[config.mk]
export PLATFORM = sky130hd
export DESIGN_NAME = rpsel_top
export DESIGN_NICKNAME = d
export VERILOG_FILES = /design/src/design/rpsel_pkg.sv /design/src/design/rpsel_top.sv
export SDC_FILE = /design/constraint.sdc
export NUM_CORES = 1
export LEC_CHECK = 0
export ABC_AREA = 0
export BUFFER_PORTS_ARGS = -buffer_cell sky130_fd_sc_hd__buf_2
export CAP_MARGIN = 20
export CORE_AREA = 2 2 102 128
export CTS_BUF_LIST = sky130_fd_sc_hd__clkbuf_2 sky130_fd_sc_hd__clkbuf_4 sky130_fd_sc_hd__clkbuf_8
export CTS_CLUSTER_SIZE = 24
export DETAILED_ROUTE_END_ITERATION = 7
export DIE_AREA = 0 0 104 130
export HOLD_SLACK_MARGIN = 0.02
export SETUP_SLACK_MARGIN = 0.3
export SYNTH_ARGS = -nofsm -noshare
export SYNTH_HDL_FRONTEND = slang
export SYNTH_SLANG_ARGS = --single-unit
export TNS_END_PERCENT = 30
[constraint.sdc]
create_clock -name aclk -period 3 [get_ports aclk]
set_input_delay 0.3 -clock aclk [delete_from_list [all_inputs] [get_ports aclk]]
set_output_delay 0.3 -clock aclk [all_outputs]
set_load 0.005 [all_outputs]
[src/design/rpsel_pkg.sv]
// package for the remappable pin select block: register map, field layout, reset values
// assumes a 32-bit axi4-lite slave with one aligned word per register
package rpsel_pkg;
  localparam int unsigned RPSEL_NUM_PINS = 26;
  localparam int unsigned RPSEL_SEL_W = 5;
  localparam int unsigned RPSEL_FUNC_W = 5;
  localparam logic [7:0] RPSEL_OFS_CLK_DATA = 8'h00;
  localparam logic [7:0] RPSEL_OFS_SLAVE_SEL = 8'h04;
  localparam logic [7:0] RPSEL_OFS_OUT_SEL = 8'h08;
  localparam int unsigned RPSEL_HI_LSB = 8;
  localparam int unsigned RPSEL_LO_LSB = 0;
  localparam logic [4:0] RPSEL_IN_RESET = 5'h1F;
  localparam logic [4:0] RPSEL_OUT_RESET = 5'h00;
  localparam logic [4:0] RPSEL_TIED_LOW = 5'h1F;
  localparam logic [1:0] RPSEL_RESP_OKAY = 2'h0;
  localparam logic [1:0] RPSEL_RESP_SLVERR = 2'h2;

  // software-held select fields
  typedef struct packed {
    logic [4:0] serial_clock_in_pin_sel;
    logic [4:0] serial_data_in_pin_sel;
    logic [4:0] slave_select_in_pin_sel;
    logic [4:0] pin1_output_func_sel;
    logic [4:0] pin0_output_func_sel;
  } rpsel_fields_s;

  // routed peripheral inputs
  typedef struct packed {
    logic serial_clock_input;
    logic serial_data_input;
    logic slave_select_input;
  } rpsel_spi_in_s;
endpackage

[src/design/rpsel_top.sv]
// remappable pin select: spi input routing and pin 0/1 output function select
// assumes pins arrive asynchronously; axi4-lite master on aclk
`timescale 1ns/1ps
module rpsel_top
  import rpsel_pkg::*;
#(
  parameter int unsigned NUM_PINS = RPSEL_NUM_PINS
) (
  input wire logic aclk,
  input wire logic aresetn,
  input wire logic [7:0] s_axi_awaddr,
  input wire logic s_axi_awvalid,
  output logic s_axi_awready,
  input wire logic [31:0] s_axi_wdata,
  input wire logic [3:0] s_axi_wstrb,
  input wire logic s_axi_wvalid,
  output logic s_axi_wready,
  output logic [1:0] s_axi_bresp,
  output logic s_axi_bvalid,
  input wire logic s_axi_bready,
  input wire logic [7:0] s_axi_araddr,
  input wire logic s_axi_arvalid,
  output logic s_axi_arready,
  output logic [31:0] s_axi_rdata,
  output logic [1:0] s_axi_rresp,
  output logic s_axi_rvalid,
  input wire logic s_axi_rready,
  input wire logic [NUM_PINS-1:0] remappable_pin_n,
  output rpsel_spi_in_s spi_in,
  output rpsel_fields_s sel_fields
);
  rpsel_fields_s fld_r, fld_nxt;
  logic [NUM_PINS-1:0] pin_meta_r, pin_sync_r;
  rpsel_spi_in_s spi_r, spi_nxt;
  logic aw_hold_r, aw_hold_nxt, w_hold_r, w_hold_nxt;
  logic [7:0] awaddr_r, awaddr_nxt;
  logic [31:0] wdata_r, wdata_nxt;
  logic [3:0] wstrb_r, wstrb_nxt;
  logic bvalid_r, bvalid_nxt;
  logic [1:0] bresp_r, bresp_nxt;
  logic rvalid_r, rvalid_nxt;
  logic [1:0] rresp_r, rresp_nxt;
  logic [31:0] rdata_r, rdata_nxt;
  logic do_write;

  // pick one pin or constant low
  function automatic logic route_pin(input logic [4:0] sel, input logic [NUM_PINS-1:0] pins);
    logic res;
    res = 1'b0;
    if (sel != RPSEL_TIED_LOW && 32'(sel) < NUM_PINS) begin
      res = pins[sel];
    end
    return res;
  endfunction

  // merge a 5-bit field from a byte lane; upper bits of the lane are dropped
  function automatic logic [4:0] lane5(input logic [4:0] old, input logic en, input logic [7:0] b);
    return en ? b[4:0] : old;
  endfunction

  // register read view; unimplemented bits return zero
  function automatic logic [31:0] read_word(input logic [7:0] a, input rpsel_fields_s f);
    logic [31:0] d;
    d = 32'h0000_0000;
    case (a)
      RPSEL_OFS_CLK_DATA: begin
        d[RPSEL_HI_LSB +: 5] = f.serial_clock_in_pin_sel;
        d[RPSEL_LO_LSB +: 5] = f.serial_data_in_pin_sel;
      end
      RPSEL_OFS_SLAVE_SEL: d[RPSEL_LO_LSB +: 5] = f.slave_select_in_pin_sel;
      RPSEL_OFS_OUT_SEL: begin
        d[RPSEL_HI_LSB +: 5] = f.pin1_output_func_sel;
        d[RPSEL_LO_LSB +: 5] = f.pin0_output_func_sel;
      end
      default: d = 32'h0000_0000;
    endcase
    return d;
  endfunction

  function automatic logic addr_ok(input logic [7:0] a);
    return a == RPSEL_OFS_CLK_DATA || a == RPSEL_OFS_SLAVE_SEL || a == RPSEL_OFS_OUT_SEL;
  endfunction

  assign s_axi_awready = !aw_hold_r && !bvalid_r;
  assign s_axi_wready = !w_hold_r && !bvalid_r;
  assign s_axi_bvalid = bvalid_r;
  assign s_axi_bresp = bresp_r;
  assign s_axi_arready = !rvalid_r;
  assign s_axi_rvalid = rvalid_r;
  assign s_axi_rdata = rdata_r;
  assign s_axi_rresp = rresp_r;
  assign spi_in = spi_r;
  assign sel_fields = fld_r;

  // write channel capture, register update and write response
  always_comb begin
    logic [7:0] a;
    logic [31:0] d;
    logic [3:0] s;
    // locals start from a known value so no latch is inferred
    a = 8'h00;
    d = 32'h0000_0000;
    s = 4'h0;
    aw_hold_nxt = aw_hold_r;
    w_hold_nxt = w_hold_r;
    awaddr_nxt = awaddr_r;
    wdata_nxt = wdata_r;
    wstrb_nxt = wstrb_r;
    bvalid_nxt = bvalid_r;
    bresp_nxt = bresp_r;
    fld_nxt = fld_r;
    if (s_axi_awvalid && s_axi_awready) begin
      aw_hold_nxt = 1'b1;
      awaddr_nxt = s_axi_awaddr;
    end
    if (s_axi_wvalid && s_axi_wready) begin
      w_hold_nxt = 1'b1;
      wdata_nxt = s_axi_wdata;
      wstrb_nxt = s_axi_wstrb;
    end
    do_write = aw_hold_nxt && w_hold_nxt && !bvalid_r;
    a = awaddr_nxt;
    d = wdata_nxt;
    s = wstrb_nxt;
    if (do_write) begin
      aw_hold_nxt = 1'b0;
      w_hold_nxt = 1'b0;
      bvalid_nxt = 1'b1;
      bresp_nxt = addr_ok({a[7:2], 2'b00}) ? RPSEL_RESP_OKAY : RPSEL_RESP_SLVERR;
      case ({a[7:2], 2'b00})
        RPSEL_OFS_CLK_DATA: begin
          fld_nxt.serial_clock_in_pin_sel = lane5(fld_r.serial_clock_in_pin_sel, s[1], d[15:8]);
          fld_nxt.serial_data_in_pin_sel = lane5(fld_r.serial_data_in_pin_sel, s[0], d[7:0]);
        end
        RPSEL_OFS_SLAVE_SEL:
          fld_nxt.slave_select_in_pin_sel = lane5(fld_r.slave_select_in_pin_sel, s[0], d[7:0]);
        RPSEL_OFS_OUT_SEL: begin
          fld_nxt.pin1_output_func_sel = lane5(fld_r.pin1_output_func_sel, s[1], d[15:8]);
          fld_nxt.pin0_output_func_sel = lane5(fld_r.pin0_output_func_sel, s[0], d[7:0]);
        end
        default: fld_nxt = fld_r;
      endcase
    end else if (bvalid_r && s_axi_bready) begin
      bvalid_nxt = 1'b0;
    end
  end

  // read channel: one cycle from address taken to rvalid
  always_comb begin
    rvalid_nxt = rvalid_r;
    rdata_nxt = rdata_r;
    rresp_nxt = rresp_r;
    if (s_axi_arvalid && s_axi_arready) begin
      rvalid_nxt = 1'b1;
      rdata_nxt = read_word({s_axi_araddr[7:2], 2'b00}, fld_r);
      rresp_nxt = addr_ok({s_axi_araddr[7:2], 2'b00}) ? RPSEL_RESP_OKAY : RPSEL_RESP_SLVERR;
    end else if (rvalid_r && s_axi_rready) begin
      rvalid_nxt = 1'b0;
    end
  end

  // routing of synchronised pins to the serial peripheral inputs
  // codes 26..30 name no pin and fall back to constant low, like the tie-off code
  always_comb begin
    spi_nxt.serial_clock_input = route_pin(fld_r.serial_clock_in_pin_sel, pin_sync_r);
    spi_nxt.serial_data_input = route_pin(fld_r.serial_data_in_pin_sel, pin_sync_r);
    spi_nxt.slave_select_input = route_pin(fld_r.slave_select_in_pin_sel, pin_sync_r);
  end

  // two-flop pin synchroniser; only the second stage feeds the routing logic
  always_ff @(posedge aclk) begin
    pin_meta_r <= remappable_pin_n;
    pin_sync_r <= pin_meta_r;
  end

  // select fields: input selects reset to the tie-off code, output selects to zero
  always_ff @(posedge aclk) begin
    if (!aresetn) begin
      fld_r.serial_clock_in_pin_sel <= RPSEL_IN_RESET;
      fld_r.serial_data_in_pin_sel <= RPSEL_IN_RESET;
      fld_r.slave_select_in_pin_sel <= RPSEL_IN_RESET;
      fld_r.pin1_output_func_sel <= RPSEL_OUT_RESET;
      fld_r.pin0_output_func_sel <= RPSEL_OUT_RESET;
    end else begin
      fld_r <= fld_nxt;
    end
  end

  // routed inputs are registered so the peripheral never sees a select-change glitch
  always_ff @(posedge aclk) begin
    if (!aresetn) begin
      spi_r <= '0;
    end else begin
      spi_r <= spi_nxt;
    end
  end

  // write channel holding registers and write response
  always_ff @(posedge aclk) begin
    if (!aresetn) begin
      aw_hold_r <= 1'b0;
      w_hold_r <= 1'b0;
      awaddr_r <= 8'h00;
      wdata_r <= 32'h0000_0000;
      wstrb_r <= 4'h0;
      bvalid_r <= 1'b0;
      bresp_r <= RPSEL_RESP_OKAY;
    end else begin
      aw_hold_r <= aw_hold_nxt;
      w_hold_r <= w_hold_nxt;
      awaddr_r <= awaddr_nxt;
      wdata_r <= wdata_nxt;
      wstrb_r <= wstrb_nxt;
      bvalid_r <= bvalid_nxt;
      bresp_r <= bresp_nxt;
    end
  end

  // read channel response; data holds until rready takes it
  always_ff @(posedge aclk) begin
    if (!aresetn) begin
      rvalid_r <= 1'b0;
      rdata_r <= 32'h0000_0000;
      rresp_r <= RPSEL_RESP_OKAY;
    end else begin
      rvalid_r <= rvalid_nxt;
      rdata_r <= rdata_nxt;
      rresp_r <= rresp_nxt;
    end
  end
endmodule

---- Word level (Yosys, flattened, before mapping) ----
Index checks and enable logic that the tools add are counted.
operators by class
  multiplexer cells ....................... 19
  reduce and logical (&&, ||, !) cells .... 33
  bitwise logic cells ..................... 1
  eq/ne operators ......................... 7
  magnitude comparators ................... 6
operator list
  kind                                                        count
  less-than comparator 5 x 6 -> 1 bit, second input constant  3
  binary-select mux 1 bit (select 5 bit)                      3
  less-than comparator 5 bit, second input constant           3
  != test 5 bit, second input constant                        3
  case mux 5 bit (3 select lines)                             1
  AND reduction 3 bit                                         5
  2-to-1 mux 13 bit                                           1
  == test 6 x 1 -> 1 bit, second input constant               2
  == test 6 x 2 -> 1 bit, second input constant               2
  logical AND 1 bit                                           12
  logical NOT 6 bit                                           2
  case mux 5 bit (2 select lines)                             1
  2-to-1 mux 1 bit                                            9
  2-to-1 mux 8 bit                                            1
  2-to-1 mux 2 bit                                            3
  AND reduction 2 bit                                         3
  logical NOT 1 bit                                           4
  logical OR 1 bit                                            4
  nonzero test 2 bit                                          2
  OR reduction 2 bit                                          1
  NOT 1 bit                                                   1
storage, ports and cells
  input bits .............................. 85
  register bits ........................... 121

---- Longest topological paths before layout ----
  depth in word-level cells ............... 8
  mapped depth ............................ 7
  depth with buffers taken out ............ 4

---- Least setup slack after synthesis ----
Ideal clock, no wire load.
  path kind ............................... register -> register
  start ................................... register bvalid_r, in the netlist s_axi_bvalid
  end ..................................... register fld_r, in the netlist sel_fields[20]
  stages on the path, launching flop included .. 8
  data required time ...................... 2.879 ns
  clock period less this slack ............ 2.304 ns
  slack ................................... 0.696 ns
  arrival time ............................ 2.183 ns
  path through ............................ dfxtp_1 > buf_6 > or3b_2 > clkbuf_1 > mux2i_1 > or4_1 > buf_2 > mux2_4
on the way
  cells in the longest elaborated chain, start to end .. 7
  elaborated cells between the ends (all ways) .. 14
  classes of those cells .................. mux: 5; reduce/logical: 9
ends and longest elaborated chain
  item                                                                      line                                                text
  start, declared                                                           rpsel_top.sv:39                                     logic bvalid_r, bvalid_nxt;
  start signal, assigned                                                    rpsel_top.sv:214                                    bvalid_r <= bvalid_nxt;
  logical NOT 1 bit *                                                       rpsel_top.sv:84, rpsel_top.sv:85, rpsel_top.sv:121
  parallel branches: the longest is 6 deep, another holds 2-to-1 mux 8 bit  -
  end signal, assigned                                                      rpsel_top.sv:185                                    fld_r <= fld_nxt;
  end, declared                                                             rpsel_top.sv:32                                     rpsel_fields_s fld_r, fld_nxt;
Every way passes the cells marked *.
A chain may end at the register's enable or synchronous reset.

---- Worst setup path after layout ----
  start ................................... register bvalid_r, in the netlist s_axi_bvalid
  end ..................................... register fld_r, in the netlist sel_fields[21]
Same word-level chain as after synthesis.

==> results.ini <==
[yosys]
syn_area_mm2 = 0.00459
async_flop_share_pct = 0
ys_seq_area_share_pct = 49.7
synth_edf_count = 0
yosysUniqueCellTypes = 37
ys_warn_count = 0
synth_seq_cells = 114
ys.flop_type = dfxtp_1
synth.avg_cell_area_um2 = 11.6
synthCells = 396

[global_route]
grt_pass1_wl_mm = 16.5
grtUsageTotal_pct = 15.8
antenna_found_initial = 0
use_met1_pct = 17.8
grt_use_met2_pct = 27.5
overflow = 0
grt_pass1_vias = 3242
grt.busiest_layer = met2
grt_use_met3_pct = 4.50
grt_max_degree = 43

[floorplan]
start_util_pct = 36.9
die_x_um = 104
rows = 46
pin_count = 154
dieArea_mm2 = 0.0135
dieHeight_um = 130
core_mm2 = 0.0124

[sta]
fin_setup_tns_ps = 0
drv_slew = 0
rsz0062_at_grt = no
skew_ps = 10.2
period_needed_ps = 2410
period_share_pct = 80.3
setup_viol = 0
fmax_mhz = 415
finalWorstSetupSlack_ps = 591
hold_viol = 0
slew_headroom_pct = 43.9
worst_slew_pin_slew_ps = 834

[power]
leakage_nw = 2.56
seqPwrFrac_pct = 46.2
comb_power_share_pct = 9.0
p_int_mw = 2.72
p_switching_mw = 0.812
p_sw_share_pct = 23.0
pwr-share-clk_pct = 44.7
peakVddDrop_v = 0.000453
power_density_mw_per_mm2 = 601

[route]
drt_iter0_drc = 146
ant_nets = 0
wl_per_cell_um = 14.5
viasPerCell = 4.65
first_pass_iters = 4
remaining_drc_errors = 0
via_count = 3277
wirelength_mm = 10.2

[setup_path]
worstPathMaxFanout = 10
start_kind = flip-flop
crit_type = flip-flop to flip-flop
worstPathArrival_ps = 2710
critPathRequiredTime_ps = 3300
worst-r2r-cell-count = 4
ff2ff_setup_slack_ps = 590
end_kind = flip-flop

[cts]
cts_resized = 0
post_cts_buffers = 0
path_clk_slew_ps = 70
clock_path_buffers = 2
cts.sinks = 114
hold_buffers = 26
cts_max_level = 4
tritoncts = done
cts_root_buffer = clkbuf_8
clk_latency_ps = 420
cts_made_buffers = 17

[flow_run]
drv_cap = 0

[layout]
final_nets = 609
num_antenna_cells = 0
drive_gt1_share_pct = 34.1
final_cell_mix = dfxtp_1, buf_2, nor2b_1
syn2layout_area_growth_pct = 27.8
final_area_mm2 = 0.00587
final_common_cell = dfxtp_1
post-route-util_pct = 47.2

[run_status]
status = finished, final reports clean

[hold_path]
hold_class = input pin to flip-flop
hold_depth = 2

[placement]
gp_congestion = 0.773
dp_slack_ps = 603
hpwl_mm = 7.43
portBuffers = 101
postPlaceCellArea_mm2 = 0.00516

[final timing paths]
kind                                       to                      start
setup / recovery  sel_fields[21]$_SDFFE_PN1P_  s_axi_bvalid$_SDFFE_PN0P_
hold / removal      s_axi_rvalid$_SDFFE_PN0P_              s_axi_arvalid
setup reg to reg  sel_fields[21]$_SDFFE_PN1P_  s_axi_bvalid$_SDFFE_PN0P_
hold reg to reg         pin_sync_r[9]$_DFF_P_      pin_meta_r[9]$_DFF_P_
[flip-flops by register name, indices dropped and copies added (netlist names)]
| name | cells |
|---|---|
| s_axi_bvalid | 1 |
| pin_meta_r | 26 |
| sel_fields | 25 |
| s_axi_rvalid | 1 |
| spi_in | 3 |
| wdata_r | 10 |
| s_axi_rdata | 10 |
| pin_sync_r | 26 |
| s_axi_rresp | 1 |
| w_hold_r | 1 |
| s_axi_bresp | 1 |
| aw_hold_r | 1 |
| wstrb_r | 2 |
| awaddr_r | 6 |
[per-layer routing]
metal | part of all wire (%) | up-vias
li1 | - | 1609
met1 | 42 | 1535
met2 | 51 | 119
met3 | 5.5 | 14
met4 | 1.6 | 0
met5 | 0 | -
[final cells by class]
cell class,instances,area [um^2]
clock inverters,12,179
fillers,1192,6560
flip-flops and latches,114,2280
repair buffers,132,803
multi-input cells,251,2100
well taps,168,210
clock buffers,20,269
inverters,8,30.0
[Yosys cell counts, types with 4 or more instances]
cell | count | share of area [%]
nand2_1 | 21 | 1.7
o21ai_0 | 4 | 0.44
and2_1 | 16 | 2.2
nor2_1 | 12 | 0.98
nor2b_1 | 39 | 5.3
inv_1 | 8 | 0.65
mux2_2 | 16 | 3.9
dfxtp_1 | 114 | 50
mux2i_1 | 37 | 8.1
nand2b_1 | 5 | 0.68
a21boi_0 | 7 | 1.1
buf_4 | 24 | 3.9
mux4_2 | 18 | 8.8
clkbuf_1 | 20 | 1.6
mux2_4 | 4 | 1.3
o2bb2ai_1 | 5 | 0.95
a22oi_1 | 13 | 2.1
[critical path, stage by stage, from the launching register on]
cell	delay [ps]
dfxtp_1	410
or3b_2	640
mux2i_1	190
or4_1	690
mux2_4	360
[metrics by stage]
step / hold slack [ps] / instances / power (mW)
after floorplan: 310 / 419 / 1.87
after global placement: 314 / 647 / 1.95
after detailed placement: 312 / 647 / 1.96
after CTS: 88.2 / 705 / 3.58
after global routing: 103 / 705 / 3.68
final: 121 / 705 / 3.53
[logic make-up (layout without fill, tap and decap cells)]
| kind of cell | Yosys count | count (layout) | synth area share [%] |
|---|---|---|---|
| other | 1 | 24 | 0.0816 |
| buffers and inverters | 54 | 172 | 6.56 |
| DFF | 114 | 114 | 49.7 |
| muxes | 75 | 75 | 22.1 |
| AOI/OAI and AO/OA | 42 | 42 | 7.49 |
| and+or+nand+nor | 110 | 110 | 14.1 |
[power by group through the flow]
stage | Sequential (mW) | Clock (mW) | Combinational, mW
3_5_place_dp | 1.67 | 0 | 0.296
3_3_place_gp | 1.66 | 0 | 0.292
4_1_cts | 1.63 | 1.62 | 0.323
6_report | 1.63 | 1.58 | 0.318
5_1_grt | 1.64 | 1.69 | 0.355
2_1_floorplan | 1.65 | 0 | 0.228
Power figures use the tool's default switching activity.
